$ cat src/design/adcsc_pkg.sv
// Shared constants for the standby single-conversion link: widths, timing, host register map.
// Assumes both ends run on the same 250 MHz core_clk, which also serves as converter master clock.
package adcsc_pkg;
	// Clock
	localparam int CLK_NS = 4;
	// Result framing
	localparam int RES_BITS = 24;
	localparam logic [4:0] RES_LAST = 5'd24;
	localparam logic [4:0] CAL_LAST = 5'd25;
	localparam logic [4:0] CAL_GO = 5'd26;
	// Converter timing in ns, then cycles
	localparam int CONV_NS = 16000;
	localparam int CAL_NS = 16000;
	localparam int STBY_NS = 2000;
	localparam logic [12:0] CONV_CYC = 13'((CONV_NS + CLK_NS - 1) / CLK_NS);
	localparam logic [12:0] CAL_CYC = 13'((CAL_NS + CLK_NS - 1) / CLK_NS);
	localparam logic [12:0] STBY_CYC = 13'((STBY_NS + CLK_NS - 1) / CLK_NS);
	localparam logic [1:0] SETTLE_CONV = 2'd3;
	// Host timing in ns, then cycles
	localparam int HALF_NS = 500;
	localparam int SKEW_NS = 400;
	localparam logic [12:0] HALF_CYC = 13'(HALF_NS / CLK_NS);
	localparam logic [12:0] SKEW_CYC = 13'((SKEW_NS + CLK_NS - 1) / CLK_NS);
	localparam logic [12:0] PARK_CYC = 13'(2 * ((STBY_NS + CLK_NS - 1) / CLK_NS));
	// Host register byte offsets
	localparam logic [11:0] OFS_CTRL = 12'h000;
	localparam logic [11:0] OFS_STATUS = 12'h004;
	localparam logic [11:0] OFS_DATA = 12'h008;
	localparam logic [11:0] OFS_INT_STAT = 12'h00c;
	localparam logic [11:0] OFS_INT_MASK = 12'h010;
	// Field positions
	localparam int CTRL_START = 0;
	localparam int CTRL_CAL = 1;
	localparam int CTRL_SEL_LO = 2;
	localparam int CTRL_SEL_HI = 3;
	localparam int STAT_BUSY = 0;
	localparam int STAT_PARKED = 1;
	localparam int INT_DONE = 0;
	// Reset values
	localparam logic [3:0] CTRL_RST = 4'h0;
	localparam logic [0:0] INT_MASK_RST = 1'h0;
	// Device states
	typedef enum logic [1:0] {D_CONV = 2'b00, D_RDY = 2'b01, D_STBY = 2'b10, D_CAL = 2'b11} adcsc_dst_t;
	// Host states
	typedef enum logic [2:0] {H_INIT = 3'b000, H_PARK = 3'b001, H_WAIT = 3'b010, H_SKEW = 3'b011,
		H_HIGH = 3'b100, H_LOW = 3'b101} adcsc_hst_t;
endpackage

$ cat src/design/adcsc_if.sv
// Two-wire link: shift clock from host, ready/data back from converter, channel selects.
// Assumes one host and one converter; the bench connects exactly one of each.
`timescale 1ns/1ns
interface adcsc_if;
	logic sclk;
	logic ready_data_out;
	logic channel_select_lo;
	logic channel_select_hi;
	modport dev (input sclk, input channel_select_lo, input channel_select_hi, output ready_data_out);
	modport host (output sclk, output channel_select_lo, output channel_select_hi, input ready_data_out);
endinterface

$ cat src/design/adcsc_host.sv
// Host end: APB-programmed single conversions over the two-wire link, with result and interrupt.
// Assumes the converter shares core_clk; ready_data_out is asynchronous and resynchronised here.
// Behaviour
// - Park shift clock high before converting
// - Falling shift clock wakes converter, converts
// - Wait for ready low before reading
// - Raise shift clock after read; standby
// - Hold shift clock high between conversions
// - Common master clock for all converters
// - Shared wake edge samples simultaneously
// - Each converter shows its bits in parallel
// - Ready falling edges within skew limit
// - Read only after skew interval elapses
// - Channel toggle holds ready high until settled
// - Unchanged converter keeps converting normally
// - Host triggers self-calibration once stable
// - Each falling edge shifts next bit, MSB first
// - 25 bits before standby request calibration
// - Standby drives ready high, needs clock high
// - First result after standby is valid
`timescale 1ns/1ns
module adcsc_host
	import adcsc_pkg::*;
(
	// Clock and reset
	input wire logic core_clk,
	input wire logic rst_n,
	// APB slave
	input wire logic psel,
	input wire logic penable,
	input wire logic pwrite,
	input wire logic [11:0] paddr,
	input wire logic [31:0] pwdata,
	output logic [31:0] prdata,
	output logic pready,
	output logic pslverr,
	// Interrupt
	output logic irq,
	// Link
	adcsc_if.host link
);
	import adcsc_pkg::*;

	adcsc_hst_t state_r;
	logic rdo_s1, rdo_s2;
	logic [12:0] cnt_r;
	logic [4:0] bit_cnt_r;
	logic [RES_BITS-1:0] shift_r, data_r;
	logic [3:0] ctrl_r;
	logic start_r, cal_want_r, sclk_r, parked_r;
	logic [0:0] int_stat_r, int_mask_r;
	logic [31:0] prdata_r;
	logic wr_acc, sel_ok, done_ev;

	function automatic logic decoded(input logic [11:0] a);
		decoded = a == OFS_CTRL || a == OFS_STATUS || a == OFS_DATA || a == OFS_INT_STAT || a == OFS_INT_MASK;
	endfunction

	// Zero-wait slave; unmapped offsets flag an error
	assign pready = 1'b1;
	assign sel_ok = decoded(paddr);
	assign pslverr = psel && penable && !sel_ok;
	assign wr_acc = psel && penable && pwrite && sel_ok;
	assign prdata = prdata_r;
	assign irq = |(int_stat_r & int_mask_r);

	// Ready/data pin passes two flops
	always_ff @(posedge core_clk)
	begin
		if (!rst_n)
		begin
			rdo_s1 <= 1'b1;
			rdo_s2 <= 1'b1;
		end
		else
		begin
			rdo_s1 <= link.ready_data_out;
			rdo_s2 <= rdo_s1;
		end
	end

	// Read data latched in the setup cycle so it is a flop in the access cycle
	always_ff @(posedge core_clk)
	begin
		if (!rst_n)
			prdata_r <= 32'h0000_0000;
		else if (psel && !penable && !pwrite)
			unique case (paddr)
				OFS_CTRL: prdata_r <= {28'h000_0000, ctrl_r};
				OFS_STATUS: prdata_r <= {30'h0000_0000, parked_r, state_r != H_PARK};
				OFS_DATA: prdata_r <= {8'h00, data_r};
				OFS_INT_STAT: prdata_r <= {31'h0000_0000, int_stat_r};
				OFS_INT_MASK: prdata_r <= {31'h0000_0000, int_mask_r};
				default: prdata_r <= 32'h0000_0000;
			endcase
	end

	// Control register: channel selects are levels, start and calibrate bits self-clear
	always_ff @(posedge core_clk)
	begin
		if (!rst_n)
			ctrl_r <= CTRL_RST;
		else if (wr_acc && paddr == OFS_CTRL)
			ctrl_r <= {pwdata[CTRL_SEL_HI], pwdata[CTRL_SEL_LO], 2'b00};
	end

	// Start request held until the parked sequencer takes it
	always_ff @(posedge core_clk)
	begin
		if (!rst_n)
		begin
			start_r <= 1'b0;
			cal_want_r <= 1'b0;
		end
		else if (wr_acc && paddr == OFS_CTRL && (pwdata[CTRL_START] || pwdata[CTRL_CAL]))
		begin
			start_r <= 1'b1;
			cal_want_r <= pwdata[CTRL_CAL];
		end
		else if (state_r == H_PARK && start_r)
			start_r <= 1'b0;
	end

	// Mask register
	always_ff @(posedge core_clk)
	begin
		if (!rst_n)
			int_mask_r <= INT_MASK_RST;
		else if (wr_acc && paddr == OFS_INT_MASK)
			int_mask_r <= pwdata[INT_DONE];
	end

	// Sticky status; a new event beats a same-cycle write-one-to-clear
	always_ff @(posedge core_clk)
	begin
		if (!rst_n)
			int_stat_r <= 1'b0;
		else if (done_ev)
			int_stat_r <= 1'b1;
		else if (wr_acc && paddr == OFS_INT_STAT && pwdata[INT_DONE])
			int_stat_r <= 1'b0;
	end

	assign done_ev = state_r == H_LOW && cnt_r == HALF_CYC - 13'd1 && bit_cnt_r == (cal_want_r ? CAL_LAST : RES_LAST) - 5'd1;

	// Link sequencer; shift clock is divided from core_clk, which also feeds the converter
	always_ff @(posedge core_clk)
	begin
		if (!rst_n)
		begin
			state_r <= H_INIT;
			cnt_r <= 13'd0;
			bit_cnt_r <= 5'd0;
			sclk_r <= 1'b1;
			parked_r <= 1'b0;
		end
		else
			unique case (state_r)
				H_INIT:
				begin
					sclk_r <= 1'b1;
					cnt_r <= cnt_r + 13'd1;
					if (cnt_r == PARK_CYC - 13'd1)
					begin
						state_r <= H_PARK;
						parked_r <= 1'b1;
						cnt_r <= 13'd0;
					end
				end
				H_PARK:
					if (start_r)
					begin
						sclk_r <= 1'b0;
						parked_r <= 1'b0;
						bit_cnt_r <= 5'd0;
						state_r <= H_WAIT;
					end
				H_WAIT:
					if (!rdo_s2)
					begin
						cnt_r <= 13'd0;
						state_r <= H_SKEW;
					end
				H_SKEW:
				begin
					cnt_r <= cnt_r + 13'd1;
					if (cnt_r == SKEW_CYC - 13'd1)
					begin
						cnt_r <= 13'd0;
						sclk_r <= 1'b1;
						state_r <= H_HIGH;
					end
				end
				H_HIGH:
				begin
					cnt_r <= cnt_r + 13'd1;
					if (cnt_r == HALF_CYC - 13'd1)
					begin
						cnt_r <= 13'd0;
						sclk_r <= 1'b0;
						state_r <= H_LOW;
					end
				end
				H_LOW:
				begin
					cnt_r <= cnt_r + 13'd1;
					if (cnt_r == HALF_CYC - 13'd1)
					begin
						cnt_r <= 13'd0;
						bit_cnt_r <= bit_cnt_r + 5'd1;
						sclk_r <= 1'b1;
						state_r <= done_ev ? H_INIT : H_HIGH;
					end
				end
				default:
					state_r <= H_INIT;
			endcase
	end

	// Bits sampled late in the low half, MSB first
	always_ff @(posedge core_clk)
	begin
		if (!rst_n)
			shift_r <= '0;
		else if (state_r == H_LOW && cnt_r == HALF_CYC - 13'd1 && bit_cnt_r < RES_LAST)
			shift_r <= {shift_r[RES_BITS-2:0], rdo_s2};
	end

	// Result published when the last pulse ends
	always_ff @(posedge core_clk)
	begin
		if (!rst_n)
			data_r <= '0;
		else if (done_ev)
			data_r <= (bit_cnt_r < RES_LAST) ? {shift_r[RES_BITS-2:0], rdo_s2} : shift_r;
	end

	assign link.sclk = sclk_r;
	assign link.channel_select_lo = ctrl_r[CTRL_SEL_LO];
	assign link.channel_select_hi = ctrl_r[CTRL_SEL_HI];
endmodule

$ cat src/flat_wrapper.sv
// flat-port wrapper written by rule: the top's interface ports become plain ports
module adcsc_host_flat import adcsc_pkg::*;
  (core_clk, rst_n, psel, penable, pwrite, paddr, pwdata, prdata, pready, pslverr, irq, link_sclk, link_channel_select_lo, link_channel_select_hi, link_ready_data_out);
  adcsc_if link_i ();
  input wire logic core_clk;
  input wire logic rst_n;
  input wire logic psel;
  input wire logic penable;
  input wire logic pwrite;
  input wire logic [11:0] paddr;
  input wire logic [31:0] pwdata;
  output logic [31:0] prdata;
  output logic pready;
  output logic pslverr;
  output logic irq;
  output wire logic [$bits(link_i.sclk)-1:0] link_sclk;
  output wire logic [$bits(link_i.channel_select_lo)-1:0] link_channel_select_lo;
  output wire logic [$bits(link_i.channel_select_hi)-1:0] link_channel_select_hi;
  input wire logic [$bits(link_i.ready_data_out)-1:0] link_ready_data_out;
  assign link_sclk = link_i.sclk;
  assign link_channel_select_lo = link_i.channel_select_lo;
  assign link_channel_select_hi = link_i.channel_select_hi;
  assign link_i.ready_data_out = link_ready_data_out;
  adcsc_host u_core (.core_clk(core_clk), .rst_n(rst_n), .psel(psel), .penable(penable), .pwrite(pwrite), .paddr(paddr), .pwdata(pwdata), .prdata(prdata), .pready(pready), .pslverr(pslverr), .irq(irq), .link(link_i));
endmodule
$ cat config.mk
export PLATFORM = sky130hd
export DESIGN_NAME = adcsc_host_flat
export DESIGN_NICKNAME = d
export VERILOG_FILES = /design/src/design/adcsc_pkg.sv /design/src/design/adcsc_if.sv /design/src/design/adcsc_host.sv /design/src/flat_wrapper.sv
export SDC_FILE = /design/constraint.sdc
export NUM_CORES = 1
export LEC_CHECK = 0
export ABC_CLOCK_PERIOD_IN_PS = 2400
export BUFFER_PORTS_ARGS = -buffer_cell sky130_fd_sc_hd__buf_2
export CAP_MARGIN = 20
export CORE_MARGIN = 5
export CORE_UTILIZATION = 55
export DETAILED_ROUTE_END_ITERATION = 10
export PLACE_DENSITY_LB_ADDON = 0.05
export SLEW_MARGIN = 10
export SYNTH_ARGS = -nofsm -noshare
export SYNTH_HDL_FRONTEND = slang
export SYNTH_SLANG_ARGS = --single-unit
$ cat constraint.sdc
create_clock -name core_clk -period 2.4 [get_ports core_clk]
set_clock_uncertainty 0.15 [all_clocks]
set_input_delay 0 -clock core_clk [delete_from_list [all_inputs] [get_ports core_clk]]
set_output_delay 0 -clock core_clk [all_outputs]
set_load 0.02 [all_outputs]
# Word level (Yosys, flattened, before mapping)
# Index checks and enable logic that the tools add are counted.
[totals]
ff_bits = 111
input_bits = 50
output_inout_bits = 38
wordCells = 107
[op_classes]
n_addsub = 3
n_lt_le_gt_ge = 1
eq_ne = 20
muxes = 30
bitwise = 1
n_reduce_logical = 37
[op_table]
columns = ["op", "count"]
rows = [
  ["$pmux W24 S5", 1],
  ["$mux W13", 4],
  ["$pmux W13 S4", 1],
  ["$eq A13 B7 Y1 const B", 2],
  ["$eq A12 B4 Y1 const B", 2],
  ["$mux W24", 1],
  ["$mux W3", 7],
  ["$pmux W3 S6", 1],
  ["$logic_and A1 B1 Y1", 15],
  ["$add A13 B1 Y13 const B", 1],
  ["$eq A13 B10 Y1 const B", 1],
  ["$eq A12 B3 Y1 const B", 1],
  ["$eq A12 B5 Y1 const B", 1],
  ["$logic_not A12 Y1", 1],
  ["$mux W1", 10],
  ["$mux W5", 2],
  ["$pmux W5 S2", 1],
  ["$ne A2 B1 Y1 const B", 4],
  ["$reduce_bool A2 Y1", 4],
  ["$eq A3 B2 Y1 const B", 2],
  ["$eq A3 B3 Y1 const B", 2],
  ["$reduce_and A3 Y1", 2],
  ["$reduce_and A6 Y1", 1],
  ["$add A5 B1 Y5 const B", 1],
  ["other kinds (17)", 24],
]

# Depth between registers and ports, before layout
# Gate-level depths: netlist (run 1).
[depth]
word_depth = 10
depth_mapped = 8
mapped_depth_nobuf = 7

# Least setup slack after synthesis (run 1)
# No wires, ideal clock.
[synth_path]
kind = "reg-to-reg"
start = "register u_core.cnt_r[1]"
end = "register u_core.cnt_r[0]"
setup_ps = 115
arrival_time_ps = 1657
t_required_ps = 2135
slack_ps = 479
path_stages_with_launch = 8
path_buffers = 1
synth_period_minus_slack_ps = 1921
cell_sequence = "dfxtp_1 ha_1 nor4bb_1 and4b_1 a2bb2oi_1 a221o_1 buf_4 nor2_1"
[synth_between]
elab_chain_cells = 3
word_cells_on_any_way = 7
cone_classes = "3 x eq/ne; 4 x mux"
[synth_lines]
columns = ["item", "line_no", "rtl"]
rows = [
  ["from (decl)", "adcsc_host.sv:46", "logic [12:0] cnt_r;"],
  ["from (signal assigned)", "adcsc_host.sv:162", "cnt_r <= cnt_r + 13'd1;"],
  ["from (signal assigned)", "adcsc_host.sv:186", "cnt_r <= cnt_r + 13'd1;"],
  ["from (signal assigned)", "adcsc_host.sv:196", "cnt_r <= cnt_r + 13'd1;"],
  ["$eq A13 B7 Y1, or another cell as far along", "adcsc_host.sv:197, adcsc_host.sv:207", ""],
  ["$mux W13 (on tied branches)", "n/a", ""],
  ["$pmux W13 S4 *", "adcsc_host.sv:158", "unique case (state_r)"],
]
# Mark *: on every way between the ends. The rest lies on a longest branch, timed or not.
# A chain may end at the register's enable or synchronous reset.

# Worst setup path in the final report (run 1)
[layout_path]
start = "input port paddr[6]"
end = "register u_core.int_mask_r"
[layout_between]
elab_chain_cells = 7
word_cells_on_any_way = 11
cone_classes = "4 x eq/ne; 7 x reduce/logical"
[layout_lines]
columns = ["item", "line_no", "rtl"]
rows = [
  ["from (decl)", "flat_wrapper.sv:10", "input wire logic [11:0] paddr;"],
  ["$eq A12 B3 Y1 / $logic_not A12 Y1 (equally long branches)", "adcsc_host.sv:56", "decoded = a == OFS_CTRL || a == OFS_STATUS || a == OFS_DATA || a == OFS_INT_STAT || a == OFS_INT_MASK;"],
  ["$logic_or A1 B1 Y1 (4 in a row)", "adcsc_host.sv:56", ""],
  ["$logic_and A1 B1 Y1", "adcsc_host.sv:63", "assign wr_acc = psel && penable && pwrite && sel_ok;"],
  ["$logic_and A1 B1 Y1 *", "adcsc_host.sv:129", "else if (wr_acc && paddr == OFS_INT_MASK)"],
  ["to (signal assigned)", "adcsc_host.sv:130", "int_mask_r <= pwdata[INT_DONE];"],
  ["to (decl)", "adcsc_host.sv:51", "logic [0:0] int_stat_r, int_mask_r;"],
]
# Marked as above.

==> results of run 1 <==
## per-layer routing
| layer | track usage | up-vias | wire length [um] |
|---|---|---|---|
| met5 | 0 | - | 0 |
| met4 | 0.0847 | 0 | 222 |
| met3 | 0.0284 | 17 | 297 |
| met2 | 0.321 | 65 | 4540 |
| met1 | 0.255 | 1781 | 4600 |
| li1 | - | 1957 | - |
## registers in the layout, indices dropped and copies added (netlist names)
signal and count:
u_core.rdo_s1 1, u_core.link.sclk 1, u_core.cnt_r 13, u_core.int_mask_r 1
u_core.rdo_s2 1, u_core.shift_r 24, u_core.state_r 3, u_core.bit_cnt_r 5
u_core.parked_r 1, u_core.data_r 24, u_core.ctrl_r 2, u_core.prdata 24
u_core.cal_want_r 1, u_core.start_r 1, u_core.int_stat_r 1
## metrics by stage
step                instance area, um^2   util  total power, uW
floorplan                          4780      -             1950
global placement                   5040  0.590             2000
detailed placement                 5040  0.590             2010
CTS                                5390  0.630             3020
global route                       5400  0.631             3110
finish                             5400  0.631             2980
## layout make-up
class,count,area share
clock buffer,9,0.0229
timing repair buffer,83,0.107
tap,108,0.0250
multi-input combinational,375,0.448
inverter,7,0.00487
sequential,103,0.382
clock inverter,6,0.00974
## final timing paths
path | from | to | slack, ns | depth (start not counted)
worst max-delay path | paddr[6] | u_core.int_mask_r$_SDFFE_PN0P_ | 0.12 | 9
worst min-delay path | paddr[10] | u_core.prdata[0]$_SDFFE_PN0P_ | -0.003 | 5
worst max register to register | u_core.cnt_r[1]$_SDFFE_PN0P_ | u_core.state_r[0]$_SDFFE_PN0P_ | 0.21 | 6
worst min register to register | u_core.rdo_s1$_SDFF_PN1_ | u_core.rdo_s2$_SDFF_PN1_ | 0.27 | 1
## power groups by stage
stage,clock network (uW),logic (uW),registers [uW]
6_report,995,238,1750
5_1_grt,1090,266,1750
4_1_cts,1040,236,1750
3_5_place_dp,0,217,1790
3_3_place_gp,0,213,1790
2_1_floorplan,0,173,1780
## worst min-delay path: cells and delay by family
family	cells	cell delay (ns)
simple gates	2	0.21
buf+inv	1	0.07
compound gates	2	0.18
## repair_timing
item / CTS / global route
resized for setup: 0 / 2
hold endpoints to repair: 20 / 0
hold buffers: 17 / 0
setup endpoints to repair: 0 / 1
## placed cells by master, fill, tap and decap left out, types with 3 or more instances in the layout
master / count
nand4_1: 8
nor2b_1: 3
nand2_1: 42
buf_12: 3
or3_1: 4
and3_1: 5
buf_2: 50
conb_1: 9
a21oi_1: 16
clkbuf_8: 9
and4_1: 3
mux2i_1: 30
nor2_1: 99
nor4_1: 7
buf_4: 13
dfxtp_1: 103
o21ai_0: 10
nand2b_1: 5
inv_1: 6
a311oi_1: 6
and2_1: 3
a22oi_1: 21
nor4b_1: 3
nand3_1: 29
xnor2_1: 7
ha_1: 3
and4b_1: 3
dlygate4sd3_1: 17
xor2_1: 9
nor3_1: 3
a311oi_2: 18
## kinds of logic after synthesis
logic type / share of synthesized area
compound gates: 0.151
other cells: 0.00158
fa+ha+maj: 0.00790
simple gates: 0.244
mux: 0.0655
flops: 0.434
buf+inv: 0.0669
xor+xnor: 0.0295
==> impl_metrics.yaml, run 1 <==
min_path:
  hp-class: "in -> reg"
clock_network:
  insertion_delay_ns: 0.36
  htreeDepth: 3
  clkTransAtPathRegs_ns: 0.10
  post_cts_buffers: 0
  clkSinkCount: 103
  clk_path_buf_depth: 2
  cts_tree: "built"
  clock-root-buffer: "clkbuf_8"
  cts_made_buffers: 9
pwr:
  combinationalPowerShare: 0.080
  intPower_uw: 2210
  clockPowerShare: 0.334
  powerDensity_mw_per_mm2: 552
  sw_frac_of_total: 0.259
  ir_drop_mv: 0.286
  seq_power_share: 0.587
  power.switching_uw: 771
  p_leak_uw: 0.00191
placement:
  hpwl_mm: 6.36
  post-place-ws_ns: 0.233
  io_buffers: 50
  gp_congestion: 0.835
  numPlacedInstances: 659
timing:
  finalSetupTns_ns: 0
  hold_viol_final: 1
  setup_viol: 0
  grt_setup_unrepaired: "false"
  fin_ws_ns: 0.122
  min_period_ns: 2.28
  finalMaxSlewViolations: 0
  timing.hold.ws_ns: -0.00252
  worstMarginPinSlew_ns: 0.554
  slew_headroom: 0.628
  fin_crit_sh: 0.949
  max_freq_mhz: 439
final_layout:
  syn2layout_area_growth_pct: 13.6
  register_area_mm2: 0.00206
  antenna_cells: 0
  fin_cells: 691
  nets: 632
  fillers: 774
  multi_input_area_mm2: 0.00242
  drive_gt1_frac: 0.196
routing:
  drt-pass1-iter-count: 4
  drt_wl_total_mm: 9.66
  post-route-drc-count: 0
  ant_nets: 0
  routed_via_density: 5.53
  wire_per_inst_um: 14.0
  vias: 3820
  dr.first_iter.drc_count: 154
floorplanning:
  pin_count: 88
  die_area_mm2: 0.0106
  coreArea_mm2: 0.00855
  die_y_um: 103
  rows: 34
  die_w_um: 103
  start_util: 0.556
grt:
  track_usage: 0.195
  grt_max_degree: 49
  overflow: 0
  grt_pass1_wl_mm: 16.7
  antenna_found_initial: 0
  grt_pass1_vias: 3561
yosys:
  ys_seq_area_frac: 0.434
  synthCells: 525
  synth_top_area_share: 0.434
  synth-warning-count: 0
  ys_async_sr_fraction: 0
  synth-seq-cells: 103
  synth-edff-count: 0
  synth.most_common_cell: "dfxtp_1"
  avgSynthCellArea_um2: 9.05
  netlist.top_cell.by_area: "dfxtp_1"
  syn_area_mm2: 0.00475
  synthDistinctLibCells: 54
  synthTopCellsByArea: "dfxtp_1 43%, nor2_1 7.9%, mux2i_1 6.3%, a311oi_2 5.7%, a22oi_1 3.3%"
  ys.flop_type: "dfxtp_1"
  synth_commonest_cells: "103 x dfxtp_1, 100 x nor2_1, 42 x nand2_1"
critical_path:
  arrival_ns: 2.37
  end_kind: "flip-flop"
  crit_top_cell: "dlygate4sd3_1"
  critPathMaxFanout: 3
  cp_slowest_cell: "dlygate4sd3_1"
  path_cells: "dlygate4sd3_1, buf_2, nor2_2, dlygate4sd3_1, and3_4, nand4_1, mux2i_1, dlygate4sd3_1, nor2_1"
  worst-endpoint-required_ns: 2.49
  critPathKind: "in -> reg"
  path_buf_inv: 4
  startpoint_type: "input pin"
  crit_family: "buffers and inverters"
  max_stage_delay_ns: 0.56
outcome:
  status: "complete, but fails checks"
  violations: "hold timing"
run:
  drv_cap: 0
Note: power is estimated with default switching activity, not from simulation.
==> run 2: changes to the inputs <==
Settings changed: CORE_UTILIZATION 55 to 40.
==> run 2 against run 1 <==
Against the previous run:
- routed wire length increased by 8.9%
- total power increased by 11%
- global-route usage decreased by 4.1 points
- count of clock-buffer cells in the layout increased by 2
- the run still ends with hold timing left
- register-to-register slack improved by 0.04 ns
- sequential share of layout area decreased by 0.75 points
- fmax increased by 5.9%
- utilization decreased by 15 points
- cell count increased by 4.9%
- worst hold slack got worse by 0.0043 ns
==> impl_metrics.yaml, run 2 (synthesis gave the netlist of run 1 again) <==
clock_network:
  htreeDepth: 3
  clk_path_buf_depth: 2
  cts_tree: "built"
  clkTransAtPathRegs_ns: 0.07
  clock-root-buffer: "clkbuf_16"
  clkSinkCount: 103
  cts_resized: 0
  insertion_delay_ns: 0.35
  post_cts_buffers: 0
  cts_made_buffers: 9
critical_path:
  crit_start: "u_core.cnt_r[7]$_SDFFE_PN0P_"
  critPathKind: "reg -> reg"
  arrival_ns: 2.26
  end_kind: "flip-flop"
  crit_path_end: "u_core.data_r[22]$_SDFFE_PN0P_"
  rr_worst_depth: 6
  startpoint_type: "flip-flop"
  reg2reg_to: "u_core.data_r[22]$_SDFFE_PN0P_"
  worst-endpoint-required_ns: 2.51
  critPathMaxFanout: 20
  ff2ff_setup_slack_ns: 0.25
  crit-reg2reg-launch: "u_core.cnt_r[7]$_SDFFE_PN0P_"
pwr:
  clockPowerShare: 0.401
  p_leak_uw: 0.00196
  totalPowerFinal_uw: 3320
  sw_frac_of_total: 0.235
  ir_drop_mv: 0.412
  combinationalPowerShare: 0.071
  intPower_uw: 2540
  powerDensity_mw_per_mm2: 603
  power.switching_uw: 781
  seq_power_share: 0.528
timing:
  hold_viol_final: 1
  max_freq_mhz: 465
  finalSetupTns_ns: 0
  fin_crit_sh: 0.896
  timing.hold.ws_ns: -0.00678
  worstMarginPinSlew_ns: 0.560
  finalMaxSlewViolations: 0
  slew_headroom: 0.623
  min_period_ns: 2.15
  setup_viol: 0
  grt_setup_unrepaired: "false"
placement:
  io_buffers: 50
  hpwl_mm: 6.97
  gp_congestion: 0.833
  numPlacedInstances: 697
  place_area_mm2: 0.00511
final_layout:
  antenna_cells: 0
  final_cell_mix: "103 x dfxtp_1, 100 x nor2_1, 50 x buf_2"
  final_common_cell: "dfxtp_1"
  fin_area_mm2: 0.00551
  fillers: 1131
  fin_cells: 725
  drive_gt1_frac: 0.196
  nets: 631
  syn2layout_area_growth_pct: 15.8
routing:
  vias: 3827
  drt_wl_total_mm: 10.5
  drt-pass1-iter-count: 4
  dr.first_iter.drc_count: 286
  routed_via_density: 5.28
  post-route-drc-count: 0
  wire_per_inst_um: 14.5
  ant_nets: 0
grt:
  track_usage: 0.154
  overflow: 0
  grt_pass1_wl_mm: 18.0
  grt_max_degree: 46
  antenna_found_initial: 0
  grt_pass1_vias: 3677
floorplanning:
  die_area_mm2: 0.0142
  coreArea_mm2: 0.0115
  pin_count: 88
  start_util: 0.413
  die_y_um: 119
  rows: 39
  die_w_um: 119
min_path:
  hp-start: "paddr[4]"
  hp-class: "in -> reg"
  hold_path_depth: 4
outcome:
  violations: "hold timing"
  status: "complete, but fails checks"
run:
  drv_cap: 0
==> run 2: cell count changes in the layout (fill, tap and decap cells not counted), sizes merged <==
cell / before / now
dlygate4sd3: 17 / 13
buf: 66 / 69
inv: 10 / 7
clkbuf: 9 / 11
clkinv: 1 / 3
clkinvlp: 2 / 1
==> run 2: cell type report <==
cell class | count | area, um^2 | share of cell area
timing repair buffer | 82 | 561 | 0.102
sequential | 103 | 2060 | 0.375
tap | 143 | 179 | 0.0325
clock inverter | 4 | 22.5 | 0.00409
inverter | 7 | 26.3 | 0.00477
clock buffer | 11 | 243 | 0.0441
multi-input combinational | 375 | 2410 | 0.438
==> run 2: stage by stage <==
stage	hold WS, ns	utilization	setup WS [ns]
detailed placement	0.0398	0.444	0.235
finish	-0.00678	0.478	0.249
global route	0.0369	0.478	0.0463
CTS	0.0116	0.478	0.208
global placement	0.0361	0.444	0.297
floorplan	-0.0770	-	0.479
==> run 2: layer usage <==
metal	share of wire	track usage
met1	0.48	0.204
met2	0.47	0.241
met3	0.044	0.0540
met4	0.010	0.0384
met5	0	0
==> run 2: repair_timing <==
action | 4_1_cts | 5_1_grt
hold buffers | 13 | 0
setup endpoints to repair | 0 | 0
hold endpoints to repair | 19 | 0
==> run 2: critical path: stages (launching register included) <==
cell and delay [ns]:
dfxtp_1 0.37, nor4b_4 0.40, nand4_4 0.24, nor3_4 0.27
buf_4 0.31, nor2_1 0.08, a311oi_2 0.24
==> run 2: power groups by stage <==
| stage | combinational (uW) | sequential [uW] | clock [uW] |
|---|---|---|---|
| final | 237 | 1750 | 1330 |
| after global routing | 264 | 1760 | 1450 |
| after CTS | 238 | 1750 | 1380 |
| after detailed placement | 224 | 1790 | 0 |
| after global placement | 220 | 1790 | 0 |
| after floorplan | 173 | 1780 | 0 |
==> run 2: how the worst min path moves through the flow <==
stage                                    end
5_1_grt        u_core.prdata[0]$_SDFFE_PN0P_
2_1_floorplan       u_core.rdo_s2$_SDFF_PN1_
6_report       u_core.prdata[0]$_SDFFE_PN0P_
3_5_place_dp        u_core.rdo_s1$_SDFF_PN1_
3_3_place_gp        u_core.rdo_s1$_SDFF_PN1_
4_1_cts        u_core.prdata[0]$_SDFFE_PN0P_
